## src/ssm_pkg.sv

```systemverilog
// Purpose: shared constants and types for the servo stop-mode sequencer
// Assumes: 200 MHz clock, millisecond tick derived inside the block
// Notes:   parameter values use the drive's setting units
package ssm_pkg;

    localparam int unsigned CLK_HZ         = 200_000_000;
    localparam int unsigned TICK_MS        = 1;
    localparam int unsigned CYC_PER_MS     = CLK_HZ / 1000 * TICK_MS;

    localparam int unsigned HOLD_W         = 10;
    localparam logic [9:0]  HOLD_MIN       = 10'h014;
    localparam logic [9:0]  HOLD_MAX       = 10'h3E8;
    localparam logic [9:0]  HOLD_DEFAULT   = 10'h014;

    localparam int unsigned SPD_LIM_W      = 7;
    localparam logic [6:0]  SPD_LIM_MIN    = 7'h01;
    localparam logic [6:0]  SPD_LIM_MAX    = 7'h64;
    localparam logic [6:0]  SPD_LIM_DEFAULT = 7'h32;
    localparam int unsigned SPD_W          = 16;

    localparam logic [1:0]  STOP_DB_HOLD   = 2'h0;
    localparam logic [1:0]  STOP_DB_COAST  = 2'h1;
    localparam logic [1:0]  STOP_COAST     = 2'h2;
    localparam logic [1:0]  STOP_DEFAULT   = 2'h0;

    localparam logic        ALM_OPT_ZERO   = 1'h0;
    localparam logic        ALM_OPT_GR1    = 1'h1;

    typedef enum logic [1:0] {
        CTRL_POSITION = 2'h0,
        CTRL_SPEED    = 2'h1,
        CTRL_FORCE    = 2'h2
    } ssm_ctrl_mode_t;

    // gray along run -> stopping -> rest
    typedef enum logic [2:0] {
        ST_RUN       = 3'h0,
        ST_ZERO_SPD  = 3'h1,
        ST_DB_STOP   = 3'h3,
        ST_COAST_STOP = 3'h2,
        ST_DB_HOLD   = 3'h6,
        ST_COAST     = 3'h7
    } ssm_state_t;

    typedef struct packed {
        logic [1:0] stop_method_select;
        logic       alarm_stop_option;
    } ssm_cfg_t;

    typedef struct packed {
        logic power_on;
        logic dynamic_brake;
        logic zero_speed_ref;
        logic servo_off;
    } ssm_drive_t;

endpackage

```

## src/ssm_stop_sequencer.sv

```systemverilog
// Purpose: stop-mode sequencer for a linear servo amplifier
// Assumes: all inputs synchronous to clock; motor_stopped from speed logic
// Notes:   restart-time settings captured on restart_load
// How it works
// - selector 0 brakes dynamically, then holds the dynamic brake state.
// - selector 1 brakes dynamically, then coasts with power stage off.
// - selector 2 coasts to rest and stays coasting, power stage off.
// - servo-on going inactive starts the selected stop sequence.
// - group one alarm runs the same sequence as servo-off.
// - option 0: group two zeroes speed until stopped, then brake or coast.
// - option 1: group two alarm stops like group one.
// - in force control the option is ignored; selector alone decides.
// - dynamic brake hold gives no braking force at rest or crawl.
// - flag power interruption; hold time 20..1000 ms, default 20, immediate.
// - supply back before hold time keeps the servo running.
// - supply absent when elapsed reaches hold time turns servo off.
// - control supply loss ignores hold time, acts as power-off.
// - undervoltage during interruption ignores hold time, alarm handled.
// - overspeed alarm above speed limit; 1..100 x100 mm/s, default 50.
`timescale 1ns/100ps
`default_nettype none
module ssm_stop_sequencer #(
    parameter int unsigned TICK_CYC = ssm_pkg::CYC_PER_MS,
    parameter int unsigned SPD_W    = ssm_pkg::SPD_W
) (
    input  wire logic                             clock,
    input  wire logic                             reset,
    input  wire logic                             restart_load,
    input  wire ssm_pkg::ssm_cfg_t                cfg_in,
    input  wire logic [ssm_pkg::HOLD_W-1:0]       power_cut_hold_time,
    input  wire logic [ssm_pkg::SPD_LIM_W-1:0]    max_speed_limit,
    input  wire ssm_pkg::ssm_ctrl_mode_t          ctrl_mode,
    input  wire logic                             servo_on,
    input  wire logic                             group_one_alarm,
    input  wire logic                             group_two_alarm,
    input  wire logic                             undervoltage_alarm,
    input  wire logic                             main_supply_ok,
    input  wire logic                             control_supply_ok,
    input  wire logic                             motor_stopped,
    input  wire logic [SPD_W-1:0]                 speed_100mms,
    output ssm_pkg::ssm_drive_t                   drive,
    output logic                                  power_cut_flag,
    output logic                                  overspeed_alarm,
    output ssm_pkg::ssm_state_t                   state,
    output logic [ssm_pkg::HOLD_W-1:0]            cut_elapsed_ms,
    output ssm_pkg::ssm_cfg_t                     cfg_active,
    output logic [ssm_pkg::SPD_LIM_W-1:0]         speed_limit_active
);
    // refused at elaboration: the limit must fit the speed word
    if (SPD_W < ssm_pkg::SPD_LIM_W) begin : g_spd_chk
        $error("ssm_stop_sequencer: SPD_W too narrow");
    end

    ssm_pkg::ssm_state_t           st_ff;
    ssm_pkg::ssm_state_t           nxt_st;
    ssm_pkg::ssm_cfg_t             cfg_ff;
    logic [ssm_pkg::SPD_LIM_W-1:0] lim_ff;
    logic [ssm_pkg::HOLD_W-1:0]    hold_eff;
    logic                          ovs_ff;
    ssm_pkg::ssm_drive_t           drv_ff;
    ssm_pkg::ssm_drive_t           nxt_drv;

    logic tick;
    logic cut_active;
    logic cut_expired;

    // settings that act only after restart
    ssm_pkg::ssm_cfg_t             nxt_cfg;
    logic [ssm_pkg::SPD_LIM_W-1:0] nxt_lim;
    logic [ssm_pkg::SPD_LIM_W-1:0] lim_clamped;
    logic [1:0]                    sel_clamped;

    assign sel_clamped = (cfg_in.stop_method_select > ssm_pkg::STOP_COAST)
                       ? ssm_pkg::STOP_DEFAULT : cfg_in.stop_method_select;
    assign lim_clamped = (max_speed_limit < ssm_pkg::SPD_LIM_MIN) ? ssm_pkg::SPD_LIM_MIN :
                         (max_speed_limit > ssm_pkg::SPD_LIM_MAX) ? ssm_pkg::SPD_LIM_MAX :
                         max_speed_limit;
    assign nxt_cfg = restart_load ? '{stop_method_select: sel_clamped,
                                      alarm_stop_option:  cfg_in.alarm_stop_option} : cfg_ff;
    assign nxt_lim = restart_load ? lim_clamped : lim_ff;

    // hold time is immediate; out-of-range values clamp
    assign hold_eff = (power_cut_hold_time < ssm_pkg::HOLD_MIN) ? ssm_pkg::HOLD_MIN :
                      (power_cut_hold_time > ssm_pkg::HOLD_MAX) ? ssm_pkg::HOLD_MAX :
                      power_cut_hold_time;

    ssm_ms_tick #(
        .CYC (TICK_CYC)
    ) u_tick (
        .clock (clock),
        .reset (reset),
        .tick  (tick)
    );

    ssm_power_cut u_cut (
        .clock          (clock),
        .reset          (reset),
        .tick           (tick),
        .main_supply_ok (main_supply_ok),
        .hold_ms        (hold_eff),
        .cut_active     (cut_active),
        .cut_expired    (cut_expired),
        .elapsed_ms     (cut_elapsed_ms)
    );

    // stop causes
    logic force_mode;
    logic gr2_zero;
    logic gr2_as_gr1;
    logic power_off;
    logic sel_stop;
    logic zero_stop;
    logic sel_db;
    logic rest_db;

    assign force_mode = (ctrl_mode == ssm_pkg::CTRL_FORCE);
    // option only meaningful in position and speed control
    assign gr2_as_gr1 = group_two_alarm &&
                        (force_mode || cfg_ff.alarm_stop_option == ssm_pkg::ALM_OPT_GR1);
    assign gr2_zero   = group_two_alarm && !gr2_as_gr1;
    // short cuts keep running; expiry, control loss or undervoltage end it
    assign power_off  = cut_expired
                     || !control_supply_ok
                     || (cut_active && undervoltage_alarm);
    assign sel_stop   = !servo_on || group_one_alarm || gr2_as_gr1 || power_off
                     || undervoltage_alarm;
    assign zero_stop  = gr2_zero && !sel_stop;
    assign sel_db     = (cfg_ff.stop_method_select != ssm_pkg::STOP_COAST);
    assign rest_db    = (cfg_ff.stop_method_select == ssm_pkg::STOP_DB_HOLD);
    logic any_stop;
    assign any_stop   = sel_stop || gr2_zero;

    always_comb begin
        nxt_st = st_ff;
        unique case (st_ff)
            ssm_pkg::ST_RUN: begin
                if (sel_stop) begin
                    nxt_st = sel_db ? ssm_pkg::ST_DB_STOP : ssm_pkg::ST_COAST_STOP;
                end else if (zero_stop) begin
                    nxt_st = ssm_pkg::ST_ZERO_SPD;
                end
            end
            ssm_pkg::ST_ZERO_SPD: begin
                // a harder cause overrides the zero-speed stop
                if (sel_stop) begin
                    nxt_st = sel_db ? ssm_pkg::ST_DB_STOP : ssm_pkg::ST_COAST_STOP;
                end else if (motor_stopped) begin
                    nxt_st = rest_db ? ssm_pkg::ST_DB_HOLD : ssm_pkg::ST_COAST;
                end
            end
            ssm_pkg::ST_DB_STOP: begin
                if (motor_stopped) begin
                    nxt_st = rest_db ? ssm_pkg::ST_DB_HOLD : ssm_pkg::ST_COAST;
                end
            end
            ssm_pkg::ST_COAST_STOP: begin
                if (motor_stopped) begin
                    nxt_st = ssm_pkg::ST_COAST;
                end
            end
            ssm_pkg::ST_DB_HOLD,
            ssm_pkg::ST_COAST: begin
                if (!any_stop) begin
                    nxt_st = ssm_pkg::ST_RUN;
                end
            end
            default: nxt_st = ssm_pkg::ST_DB_HOLD;
        endcase
    end

    // brake relay stays closed in hold; at rest it yields no force anyway
    always_comb begin
        nxt_drv = '{power_on: 1'b0, dynamic_brake: 1'b0, zero_speed_ref: 1'b0, servo_off: 1'b1};
        unique case (nxt_st)
            ssm_pkg::ST_RUN: begin
                nxt_drv.power_on  = 1'b1;
                nxt_drv.servo_off = 1'b0;
            end
            ssm_pkg::ST_ZERO_SPD: begin
                nxt_drv.power_on       = 1'b1;
                nxt_drv.zero_speed_ref = 1'b1;
            end
            ssm_pkg::ST_DB_STOP: nxt_drv.dynamic_brake = 1'b1;
            ssm_pkg::ST_DB_HOLD: nxt_drv.dynamic_brake = 1'b1;
            ssm_pkg::ST_COAST_STOP,
            ssm_pkg::ST_COAST: nxt_drv.dynamic_brake = 1'b0;
            default: nxt_drv.dynamic_brake = 1'b1;
        endcase
    end

    logic nxt_ovs;
    // sticky until reset, like any drive alarm
    assign nxt_ovs = ovs_ff || (speed_100mms > SPD_W'(lim_ff));

    always_ff @(posedge clock) begin
        if (reset) begin
            st_ff  <= ssm_pkg::ST_COAST;
            cfg_ff <= '{stop_method_select: ssm_pkg::STOP_DEFAULT,
                        alarm_stop_option:  ssm_pkg::ALM_OPT_ZERO};
            lim_ff <= ssm_pkg::SPD_LIM_DEFAULT;
            ovs_ff <= 1'b0;
            drv_ff <= '{power_on: 1'b0, dynamic_brake: 1'b0, zero_speed_ref: 1'b0,
                        servo_off: 1'b1};
        end else begin
            st_ff  <= nxt_st;
            cfg_ff <= nxt_cfg;
            lim_ff <= nxt_lim;
            ovs_ff <= nxt_ovs;
            drv_ff <= nxt_drv;
        end
    end

    assign drive              = drv_ff;
    assign state              = st_ff;
    assign power_cut_flag     = cut_active;
    assign overspeed_alarm    = ovs_ff;
    assign cfg_active         = cfg_ff;
    assign speed_limit_active = lim_ff;
endmodule
`default_nettype wire

```

## src/ssm_ms_tick.sv

```systemverilog
// Purpose: millisecond tick from the control clock
// Assumes: CYC parameter above one
// Notes:   free running from reset
`timescale 1ns/100ps
`default_nettype none
module ssm_ms_tick #(
    parameter int unsigned CYC = ssm_pkg::CYC_PER_MS
) (
    input  wire logic clock,
    input  wire logic reset,
    output logic      tick
);
    // refused at elaboration: a shorter period leaves the counter without bits
    if (CYC < 2) begin : g_cyc_chk
        $error("ssm_ms_tick: CYC must be at least 2");
    end

    localparam int unsigned CW = $clog2(CYC);
    localparam logic [CW-1:0] LAST = CW'(CYC - 1);

    logic [CW-1:0] cnt_ff;
    logic          wrap;
    logic [CW-1:0] nxt_cnt;

    assign wrap    = (cnt_ff == LAST);
    assign nxt_cnt = wrap ? '0 : cnt_ff + CW'(1);
    assign tick    = wrap;

    always_ff @(posedge clock) begin
        if (reset) begin
            cnt_ff <= '0;
        end else begin
            cnt_ff <= nxt_cnt;
        end
    end
endmodule
`default_nettype wire

```

## src/ssm_power_cut.sv

```systemverilog
// Purpose: instantaneous power-cut timer against the hold time
// Assumes: main_supply_ok synchronous, tick one cycle per ms
// Notes:   hold time read live, so changes act at once
`timescale 1ns/100ps
`default_nettype none
module ssm_power_cut (
    input  wire logic                         clock,
    input  wire logic                         reset,
    input  wire logic                         tick,
    input  wire logic                         main_supply_ok,
    input  wire logic [ssm_pkg::HOLD_W-1:0]   hold_ms,
    output logic                              cut_active,
    output logic                              cut_expired,
    output logic [ssm_pkg::HOLD_W-1:0]        elapsed_ms
);
    logic [ssm_pkg::HOLD_W-1:0] cnt_ff;
    logic                       lost_ff;
    logic                       exp_ff;
    logic                       lost_edge;
    logic                       at_hold;
    logic [ssm_pkg::HOLD_W-1:0] nxt_cnt;
    logic                       nxt_exp;

    assign lost_edge = !main_supply_ok && !lost_ff;
    assign at_hold   = (cnt_ff >= hold_ms);
    // restart on each loss, count per tick, saturate
    assign nxt_cnt   = lost_edge ? '0 :
                       (!main_supply_ok && tick && !at_hold) ? cnt_ff + ssm_pkg::HOLD_W'(1) : cnt_ff;
    // expiry sticks until supply returns: servo off once reached
    assign nxt_exp   = main_supply_ok ? 1'b0 : (exp_ff || (!lost_edge && at_hold));

    always_ff @(posedge clock) begin
        if (reset) begin
            cnt_ff  <= '0;
            lost_ff <= 1'b0;
            exp_ff  <= 1'b0;
        end else begin
            cnt_ff  <= nxt_cnt;
            lost_ff <= !main_supply_ok;
            exp_ff  <= nxt_exp;
        end
    end

    assign cut_active  = lost_ff;
    assign cut_expired = exp_ff;
    assign elapsed_ms  = cnt_ff;
endmodule
`default_nettype wire

```

## config.mk

```make
export PLATFORM = sky130hd
export DESIGN_NAME = ssm_stop_sequencer
export DESIGN_NICKNAME = d
export VERILOG_FILES = /design/src/ssm_pkg.sv /design/src/ssm_stop_sequencer.sv /design/src/ssm_ms_tick.sv /design/src/ssm_power_cut.sv
export SDC_FILE = /design/constraint.sdc
export NUM_CORES = 1
export LEC_CHECK = 0
export ABC_AREA = 1
export BUFFER_PORTS_ARGS = -buffer_cell sky130_fd_sc_hd__clkbuf_2
export CAP_MARGIN = 20
export CORE_MARGIN = 4
export CORE_UTILIZATION = 48
export DETAILED_ROUTE_END_ITERATION = 10
export PLACE_DENSITY = 0.75
export SLEW_MARGIN = 15
export SYNTH_ARGS = -nofsm -noshare
export SYNTH_HDL_FRONTEND = slang
export SYNTH_SLANG_ARGS = --single-unit
```

## constraint.sdc

```tcl
create_clock -name clock -period 2.35 [get_ports clock]
set_input_delay 0.47 -clock clock [delete_from_list [all_inputs] [get_ports clock]]
set_output_delay 0.47 -clock clock [all_outputs]
set_load 0.01 [all_outputs]
```

# Word-level counts from Yosys, hierarchy flattened
# Cells that the tools add are included.
# totals
regBits,48
input_bits,48
output_inout_bits,29
# op_classes
addsub,2
order_cmp,7
eq_ne,11
n_mux,18
reduce_logical,35
# op_table
op,n
$mux 10,2
$add 18x1->18 const B,1
$eq 18x18->1 const B,1
$mux 3,6
$gt 16x7->1,1
$pmux 3 s5,1
$mux 7,2
$add 10x1->10 const B,1
$ge 10x10->1,1
$gt 10x10->1 const B,1
$logic_or 1x1->1,10
$lt 10x5->1 const B,1
$reduce_or 2->1,5
$eq 3x2->1 const B,3
$eq 3x3->1 const B,3
$logic_and 1x1->1,8
$logic_not 1->1,8
$gt 7x7->1 const B,1
$lt 7x1->1 const B,1
$eq 3x1->1 const B,2
$logic_not 3->1,2
$mux 1,6
$reduce_or 4->1,1
$eq 2x2->1 const B,1
4 further kinds,4

# Depth between registers and ports, before layout
# Gate-level depths: netlist of the first run.
# logic_depth
ltp_word,14
depth_mapped,13
depth_no_buf,13

# Modules after synthesis
# A second synthesis of the first run with hierarchy kept.
# unflattened
hier_cells,478
area_unflattened_um2,3206.8
# modules_own_cells
mod,instances,cells_each,area_each_um2
ssm_stop_sequencer,1,188,1214.9
ssm_ms_tick,1,148,1002.2
ssm_power_cut,1,142,989.7

# Worst setup path before layout of the first run
# OpenSTA, ideal clock, no wires.
# synth_path
path_kind,input -> register
from,in power_cut_hold_time[8] in the netlist's numbering
to,reg u_cut.cnt_ff (netlist bit u_cut.elapsed_ms[0])
setup_time_ns,0.077
t_arrival_ns,2.352
setup_slack_ns,-0.079
path_stages,13
path_buffers,0
path_cell_list,nor2_1 inv_1 nor4_1 inv_1 nand2_1 ha_1 a21oi_1 o21ai_0 nand2_1 nand3_1 nor2_1 nand3_1 a21oi_1
# synth_between
elab_chain_len,6
# synth_lines
item,line,rtl
start: declaration,ssm_stop_sequencer.sv:30,"input wire logic [ssm_pkg::HOLD_W-1:0] power_cut_hold_time,"
$gt 10x10->1,ssm_stop_sequencer.sv:84,(power_cut_hold_time > ssm_pkg::HOLD_MAX) ? ssm_pkg::HOLD_MAX :
$mux 10,ssm_stop_sequencer.sv:84,
$mux 10 (*),ssm_stop_sequencer.sv:83,assign hold_eff = (power_cut_hold_time < ssm_pkg::HOLD_MIN) ? ssm_pkg::HOLD_MIN :
$ge 10x10->1 (*),ssm_power_cut.sv:25,assign at_hold = (cnt_ff >= hold_ms);
$logic_not 1->1 (*),ssm_power_cut.sv:28,(!main_supply_ok && tick && !at_hold) ? cnt_ff + ssm_pkg::HOLD_W'(1) : cnt_ff;
$logic_and 1x1->1 (*),ssm_power_cut.sv:28,
end signal: assignment,ssm_power_cut.sv:38,cnt_ff <= nxt_cnt;
end: declaration,ssm_power_cut.sv:16,logic [ssm_pkg::HOLD_W-1:0] cnt_ff;
# Every way passes the cells marked *; elsewhere a longest branch is shown, timed or not.
# A chain may end at the register's enable or synchronous reset.

# Worst setup path after layout of the first run
# layout_path
from,in power_cut_hold_time[2] in the netlist's numbering
to,reg u_cut.cnt_ff (netlist bit u_cut.elapsed_ms[8])
# Same word-level chain as after synthesis.

==> metrics.txt, run 1 <==
maximum clock insertion buffer count 2; initial DRC count 195; number of buffers created by CTS 5; Setup Skew 0.00810 ns; Tot Pwr 1.67 mW; Yosys top cell area share 33.5%; Setup crit start kind primary input; Final Non-Filler Cells 578; # fillers 523; Final setup viols 0; Area Overhead vs Synth 23.0%; RSZ-0062 raised after global routing false; area leader, netlist dfxtp_1; P_leak 1.75 nW; first-pass GRT wire length 11.1 mm; max-cap check violation count 0; Hold WC Path Type in2reg; routability congestion estimate 0.836; hold_buf cts 0; WHS 0.400 ns; fin area 0.00352 mm2; routed len/inst 11.5 um; vias in the first global route 2,607; R2R Setup Slk 0.62 ns; largest net degree at the start of global routing 16; hpwl dp 5.21 mm; Gate Count Post-Synth 416; status completed; die footprint 0.00727 mm2; DR vias/cell 5.06; height of the die 85.3 um; # rows 27; top cell types by occurrence after synthesis 65 x inv_1, 63 x nand2_1, 48 x dfxtp_1, 48 x nor2_1, 42 x nand3_1; worst IR drop on VDD 0.000411 V; Fmax 0.475 GHz; Async S/R FF share, synth 0%; clock root buffer clkbuf_8; CP max FO 11; WP data required 2.55 ns; Critical Path End Type register; Crit path arrival time 2.30 ns; initial core utilization 50.8%; H-tree level count 2; minimum clock period 2.11 ns; Synth Flop Type dfxtp_1; Antenna diodes 0; CTS sink cnt 48; Slew @ Worst Pin 0.346 ns; First-pass DRT Iterations 4; power per cell area 473 mW/mm2; sequential share of the synthesized area 33.5%; DRC 0; Post-synth EDFFs 0; syn_nets 483; register bit total from synthesis 48; initial antenna violation count 0; final wirelength 6.65 mm; Synth area leaders dfxtp_1 34%, inv_1 8.5%, ha_1 8.3%, nand2_1 8.2%, nand3_1 7.3%; Worst-path clk slew 0.09 ns; Final Max Slew Viols 0; CTS tree yes; top-count cell post-synth inv_1; Synth cell types 35; global route overflow 0; core area 0.00564 mm2; WS Path Type in2reg; vias 2,925; placed cells 568; later-pin clock latency in the skew report 0.30 ns; warnings from Yosys 0; Max-slew headroom 76.7%; layout cell share with drive strength beyond 1 23.3%; Synth Cell Area 0.00287 mm2; GRT Overall Usage 18.0%; Die Wd 85.3 um; layout net count 572; Placed Area 0.00338 mm2; Post-DRT Antenna Nets 0; Mean Syn Cell Area 6.89 um2; I/O Buffers 76; Final Hold Fails 0; Final Cycle Share 89.7%; I/O Pins 77
[stage by stage]
stage | utilization, % | setup TNS (ns) | setup WS (ns)
6_report | 62.5 | 0 | 0.243
5_1_grt | 62.5 | 0 | 0.0180
4_1_cts | 61.9 | 0 | 0.253
3_5_place_dp | 59.9 | -0.467 | -0.0562
3_3_place_gp | 59.9 | 0 | 0.00693
2_1_floorplan | - | 0 | 0.0297
[critical path, stage by stage]
cell	delay, ns
clkbuf_2	0.10
nor3_1	0.05
o21ai_0	0.16
nand4_1	0.21
nand2_1	0.12
nand2_1	0.05
ha_1	0.30
a21oi_2	0.13
o21ai_0	0.08
nand2_1	0.08
nand4_1	0.08
buf_4	0.18
o21ai_0	0.20
a21oi_2	0.07
[power by group]
| group | switching, mW | leakage [nW] | internal [mW] |
|---|---|---|---|
| combinational | 0.123 | 1.31 | 0.0939 |
| clock | 0.286 | 0.0541 | 0.315 |
| sequential | 0.0145 | 0.391 | 0.835 |
| total | 0.423 | 1.75 | 1.24 |
[cell type report]
type,instances,area [um2],share of cell area [%]
clock buffer,5,68.8,1.95
multi-input combinational,293,1640,46.5
clock inverter,3,42.5,1.21
sequential,48,961,27.3
tap,72,90.1,2.56
inverter,70,263,7.45
timing repair buffer,87,460,13.1
[repair_timing]
action,CTS,global route
setup buffers,0,1
endpoints found under the hold margin,0,0
resized for setup,0,4
endpoints found under the setup margin,0,10
[layout by cell type (no fill, tap or decap), types with 5 or more instances in the layout]
cell / count
clkbuf_2: 76
inv_1: 65
nand2_1: 63
dfxtp_1: 48
nor2_1: 47
nand3_1: 42
a21oi_1: 31
o21ai_0: 28
ha_1: 19
xor2_1: 11
buf_4: 10
nor3_1: 7
nand4_1: 6
nor2_2: 5
clkbuf_8: 5
[worst paths after layout]
path,start,end,cells past startpoint
worst min-delay path,main_supply_ok,u_cut.cut_active,2
worst max-delay path,power_cut_hold_time[2],u_cut.elapsed_ms[8],14
worst min register to register,u_tick.cnt_ff[0],u_tick.cnt_ff[0],1
worst max register to register,u_tick.cnt_ff[0],u_tick.cnt_ff[4],9
[registers in the layout (all words and copies together) (netlist names)]
| signal | cells |
|---|---|
| u_tick.cnt_ff | 18 |
| drive | 4 |
| u_cut.cut_active | 1 |
| u_cut.elapsed_ms | 10 |
| cfg_active | 3 |
| overspeed_alarm | 1 |
| u_cut.cut_expired | 1 |
| state | 3 |
| speed_limit_active | 7 |
[layer usage]
layer / vias up / global-route usage, % / share of wire, %
li1: 1530 / - / -
met1: 1308 / 22.3 / 45
met2: 78 / 31.1 / 47
met3: 9 / 4.76 / 7.6
met4: 0 / 4.17 / 0.89
met5: - / 0 / 0
[cells by family (layout without fill, tap and decap cells)]
logic type,count (synthesis),after routing,share of synthesized area (%)
AND/OR/NAND/NOR,185,185,29.5
buffers and inverters,75,165,10.0
AO/OA/AOI/OAI,74,74,14.1
flip-flops,48,48,33.5
adder cells (fa/ha/maj),19,19,8.29
XOR/XNOR,15,15,4.58
Power figures use the tool's default switching activity.
==> run 2, diff against run 1 <==
--- a/config.mk
+++ b/config.mk
@@ -9,10 +9,11 @@
 export BUFFER_PORTS_ARGS = -buffer_cell sky130_fd_sc_hd__clkbuf_2
 export CAP_MARGIN = 20
 export CORE_MARGIN = 4
-export CORE_UTILIZATION = 48
+export CORE_UTILIZATION = 49
 export DETAILED_ROUTE_END_ITERATION = 10
 export PLACE_DENSITY = 0.75
 export SLEW_MARGIN = 15
 export SYNTH_ARGS = -nofsm -noshare
 export SYNTH_HDL_FRONTEND = slang
+export SYNTH_HIERARCHICAL = 1
 export SYNTH_SLANG_ARGS = --single-unit
==> run 2 against run 1 <==
  * Global-route usage up 0.76 points
  * Power up 2.0%
  * Register-to-register slack worse by 0.40 ns
  * Die area up 8.7%
  * First-iteration DRC count down 15%
  * Final cell count up 11%
  * Via count up 8.2%
  * Sequential share of layout area down 2.2 points
  * Non-clock buffer count down 2
  * Fmax down 1.1%
  * Setup slack worse by 0.023 ns
  * Highest routed layer unchanged
==> metrics.txt, run 2 <==
status completed (unchanged); met1 track demand over resource 24.0% (was 22.3%); Comb pwr share 13.9% (was 13.0%); First-pass DRT Iterations 4 (unchanged); Worst Reg-to-Reg Cells 10 (was 9); Critical Path End Type register (unchanged); sequential power share 50.1% (was 50.9%); number of buffers created by CTS 5 (unchanged); vias in the first global route 2,865 (was 2,607); Sw Ratio 26.0% (was 25.4%); clock root buffer clkbuf_8 (unchanged); initial core utilization 50.5% (was 50.8%); Reg with most FFs u_tick/cnt_ff (was u_tick.cnt_ff); Final Cycle Share 90.6% (was 89.7%); power per cell area 444 mW/mm2 (was 473 mW/mm2); core area 0.00635 mm2 (was 0.00564 mm2); warnings from Yosys 6 (was 0); Setup Skew 0.0113 ns (was 0.00810 ns); WHS 0.392 ns (was 0.400 ns); minimum clock period 2.13 ns (was 2.11 ns); Synth cell types 38 (was 35); Max-slew headroom 49.8% (was 76.7%); met3 Use GR 3.50% (was 4.76%); Core Util, Final 60.4% (was 62.5%); max reg flops 18 (unchanged); Critical path origin u_tick/cnt_ff[1] (was power_cut_hold_time[2]); Synth Flop Type dfxtp_1 (unchanged); Antenna diodes 0 (unchanged); initial DRC count 165 (was 195); vias 3,164 (was 2,925); I/O Buffers 76 (unchanged); Worst-path clk slew 0.10 ns (was 0.09 ns); R2R Setup Slk 0.22 ns (was 0.62 ns); Switch Pwr 0.443 mW (was 0.423 mW); H-tree level count 2 (unchanged); TNS Setup 0 ns (unchanged); setup ws final 0.220 ns (was 0.243 ns); area leader, netlist dfxtp_1 (unchanged); Final Max Slew Viols 0 (unchanged); Post-synth EDFFs 0 (unchanged); top-count cell post-synth nand2_1 (was inv_1); Mean Syn Cell Area 6.71 um2 (was 6.89 um2); DR vias/cell 4.95 (was 5.06); CTS tree yes (unchanged); met2 Use GR 31.6% (was 31.1%); Final Non-Filler Cells 639 (was 578); CTS sink cnt 48 (unchanged); most common cell after layout, fill and taps aside nand2_1 (was clkbuf_2); Final Hold Fails 0 (unchanged); first-pass GRT wire length 12.0 mm (was 11.1 mm); # rows 29 (was 27); reg2reg start u_tick/cnt_ff[1] (was u_tick.cnt_ff[0]); Hold WC Path Type in2reg (unchanged); Slew @ Worst Pin 0.749 ns (was 0.346 ns); later-pin clock latency in the skew report 0.30 ns (about the same); initial antenna violation count 0 (unchanged); Setup crit start kind register (was primary input); layout net count 628 (was 572); CP max FO 11 (unchanged); clock share of power 36.0% (about the same); DRC 0 (unchanged); WP data required 2.51 ns (was 2.55 ns); RSZ-0062 raised after global routing false (unchanged); # fillers 609 (was 523); RR Endpoint u_cut/elapsed_ms[5] (was u_tick.cnt_ff[4]); height of the die 88.9 um (was 85.3 um); Synth Cell Area 0.00321 mm2 (was 0.00287 mm2); P_leak 1.86 nW (was 1.75 nW); WS Path Type reg2reg (was in2reg); Internal Power 1.26 mW (was 1.24 mW); sequential share of the synthesized area 30.0% (was 33.5%); largest net degree at the start of global routing 19 (was 16); register bit total from synthesis 48 (unchanged); Async S/R FF share, synth 0% (unchanged); Final setup viols 0 (unchanged); Die Wd 88.9 um (was 85.3 um); final wirelength 7.23 mm (was 6.65 mm); Synth area leaders dfxtp_1 30%, nand2_1 13%, inv_1 9.5%, ha_1 7.4%, nor2_1 5.7% (was dfxtp_1 34%, inv_1 8.5%, ha_1 8.3%, nand2_1 8.2%, nand3_1 7.3%); top cell types by occurrence after synthesis 107 x nand2_1, 81 x inv_1, 49 x nor2_1 (was 65 x inv_1, 63 x nand2_1, 48 x dfxtp_1, 48 x nor2_1, 42 x nand3_1); syn_nets 545 (was 483); Post-DRT Antenna Nets 0 (unchanged); Gate Count Post-Synth 478 (was 416); hpwl dp 5.82 mm (was 5.21 mm); GRT Overall Usage 18.8% (was 18.0%); I/O Pins 77 (unchanged); global route overflow 0 (unchanged); max-cap check violation count 0 (unchanged); die footprint 0.00790 mm2 (was 0.00727 mm2); routed len/inst 11.3 um (was 11.5 um); layout cell share with drive strength beyond 1 24.9% (was 23.3%); Yosys top cell area share 30.0% (was 33.5%); placed cells 631 (was 568); routability congestion estimate 0.859 (was 0.836); Crit path arrival time 2.29 ns (was 2.30 ns); GRT Max-Usage Layer met2 (unchanged); maximum clock insertion buffer count 2 (unchanged); most frequent cells in the layout 107 x nand2_1, 81 x inv_1, 76 x clkbuf_2, 49 x nor2_1, 48 x dfxtp_1 (was 76 x clkbuf_2, 65 x inv_1, 63 x nand2_1, 48 x dfxtp_1, 47 x nor2_1); Fmax 0.470 GHz (was 0.475 GHz); worst IR drop on VDD 0.000314 V (was 0.000411 V); Worst Setup EP u_cut/elapsed_ms[5] (was u_cut.elapsed_ms[8]); pre-CTS setup slack -0.184 ns (was -0.0562 ns); Area Overhead vs Synth 19.5% (was 23.0%)
## run 2: cell count changes after synthesis, moves of 9 or more
cell,delta
o21ai_0,-14
nand2_1,+44
nand3_1,-10
nor2_2,+9
inv_1,+16
## run 2: final cells by class
type | count | area [um2] | share of cell area [%]
well taps | 77 | 96.3 | 2.51
clock buffers | 5 | 68.8 | 1.80
flip-flops and latches | 48 | 961 | 25.1
clock inverters | 3 | 47.5 | 1.24
multi-input cells | 332 | 1870 | 48.7
inverters | 89 | 344 | 8.98
repair buffers | 85 | 448 | 11.7
## run 2: cells by family after synthesis
| family | synth area share, % |
|---|---|
| buffers and inverters | 12.6 |
| flip-flops | 30.0 |
| AND/OR/NAND/NOR | 35.3 |
| AO/OA/AOI/OAI | 11.7 |
| adder cells (fa/ha/maj) | 7.41 |
| XOR/XNOR | 3.00 |
## run 2: worst min path at each step
stage                        end  cells after the start         startpoint
6_report        u_cut/cut_active                      2     main_supply_ok
5_1_grt         u_cut/cut_active                      2     main_supply_ok
4_1_cts         u_cut/cut_active                      2     main_supply_ok
3_5_place_dp   u_cut/cut_expired                      2  u_cut/cut_expired
3_3_place_gp   u_cut/cut_expired                      2  u_cut/cut_expired
2_1_floorplan  u_cut/cut_expired                      2  u_cut/cut_expired
## run 2: layer usage
metal  up-vias  share of wire, %  wire (um)
met5         -                 0          0
met4         0               1.6        116
met3        10               5.4        389
met2        78                49       3550
met1      1406                44       3180
li1       1670                 -          -
## run 2: stage by stage
stage	power (mW)	area, um2
floorplan	1.01	3210
global placement	1.10	3690
detailed placement	1.11	3690
CTS	1.71	3810
global route	1.79	3830
finish	1.70	3830
## run 2: repair_timing
| item | CTS | global route |
|---|---|---|
| buffers inserted | 0 | 0 |
| resized for setup | 0 | 3 |
| hold buffers | 0 | 0 |
| endpoints found under the setup margin | 0 | 10 |
## run 2: power by group through the flow
stage / clock, mW / sequential [mW] / combinational (mW)
2_1_floorplan: 0 / 0.877 / 0.131
3_3_place_gp: 0 / 0.870 / 0.227
3_5_place_dp: 0 / 0.871 / 0.235
4_1_cts: 0.625 / 0.852 / 0.236
5_1_grt: 0.667 / 0.855 / 0.270
6_report: 0.612 / 0.852 / 0.236
## run 2: critical path, cell delays in order, from the launching register on
cell,delay (ns)
dfxtp_1,0.36
ha_1,0.24
nand3_2,0.10
nor2_1,0.14
nand2_1,0.10
nor4_1,0.32
nand2_1,0.21
inv_8,0.13
nand4_4,0.19
nand2_1,0.14
a21oi_2,0.06
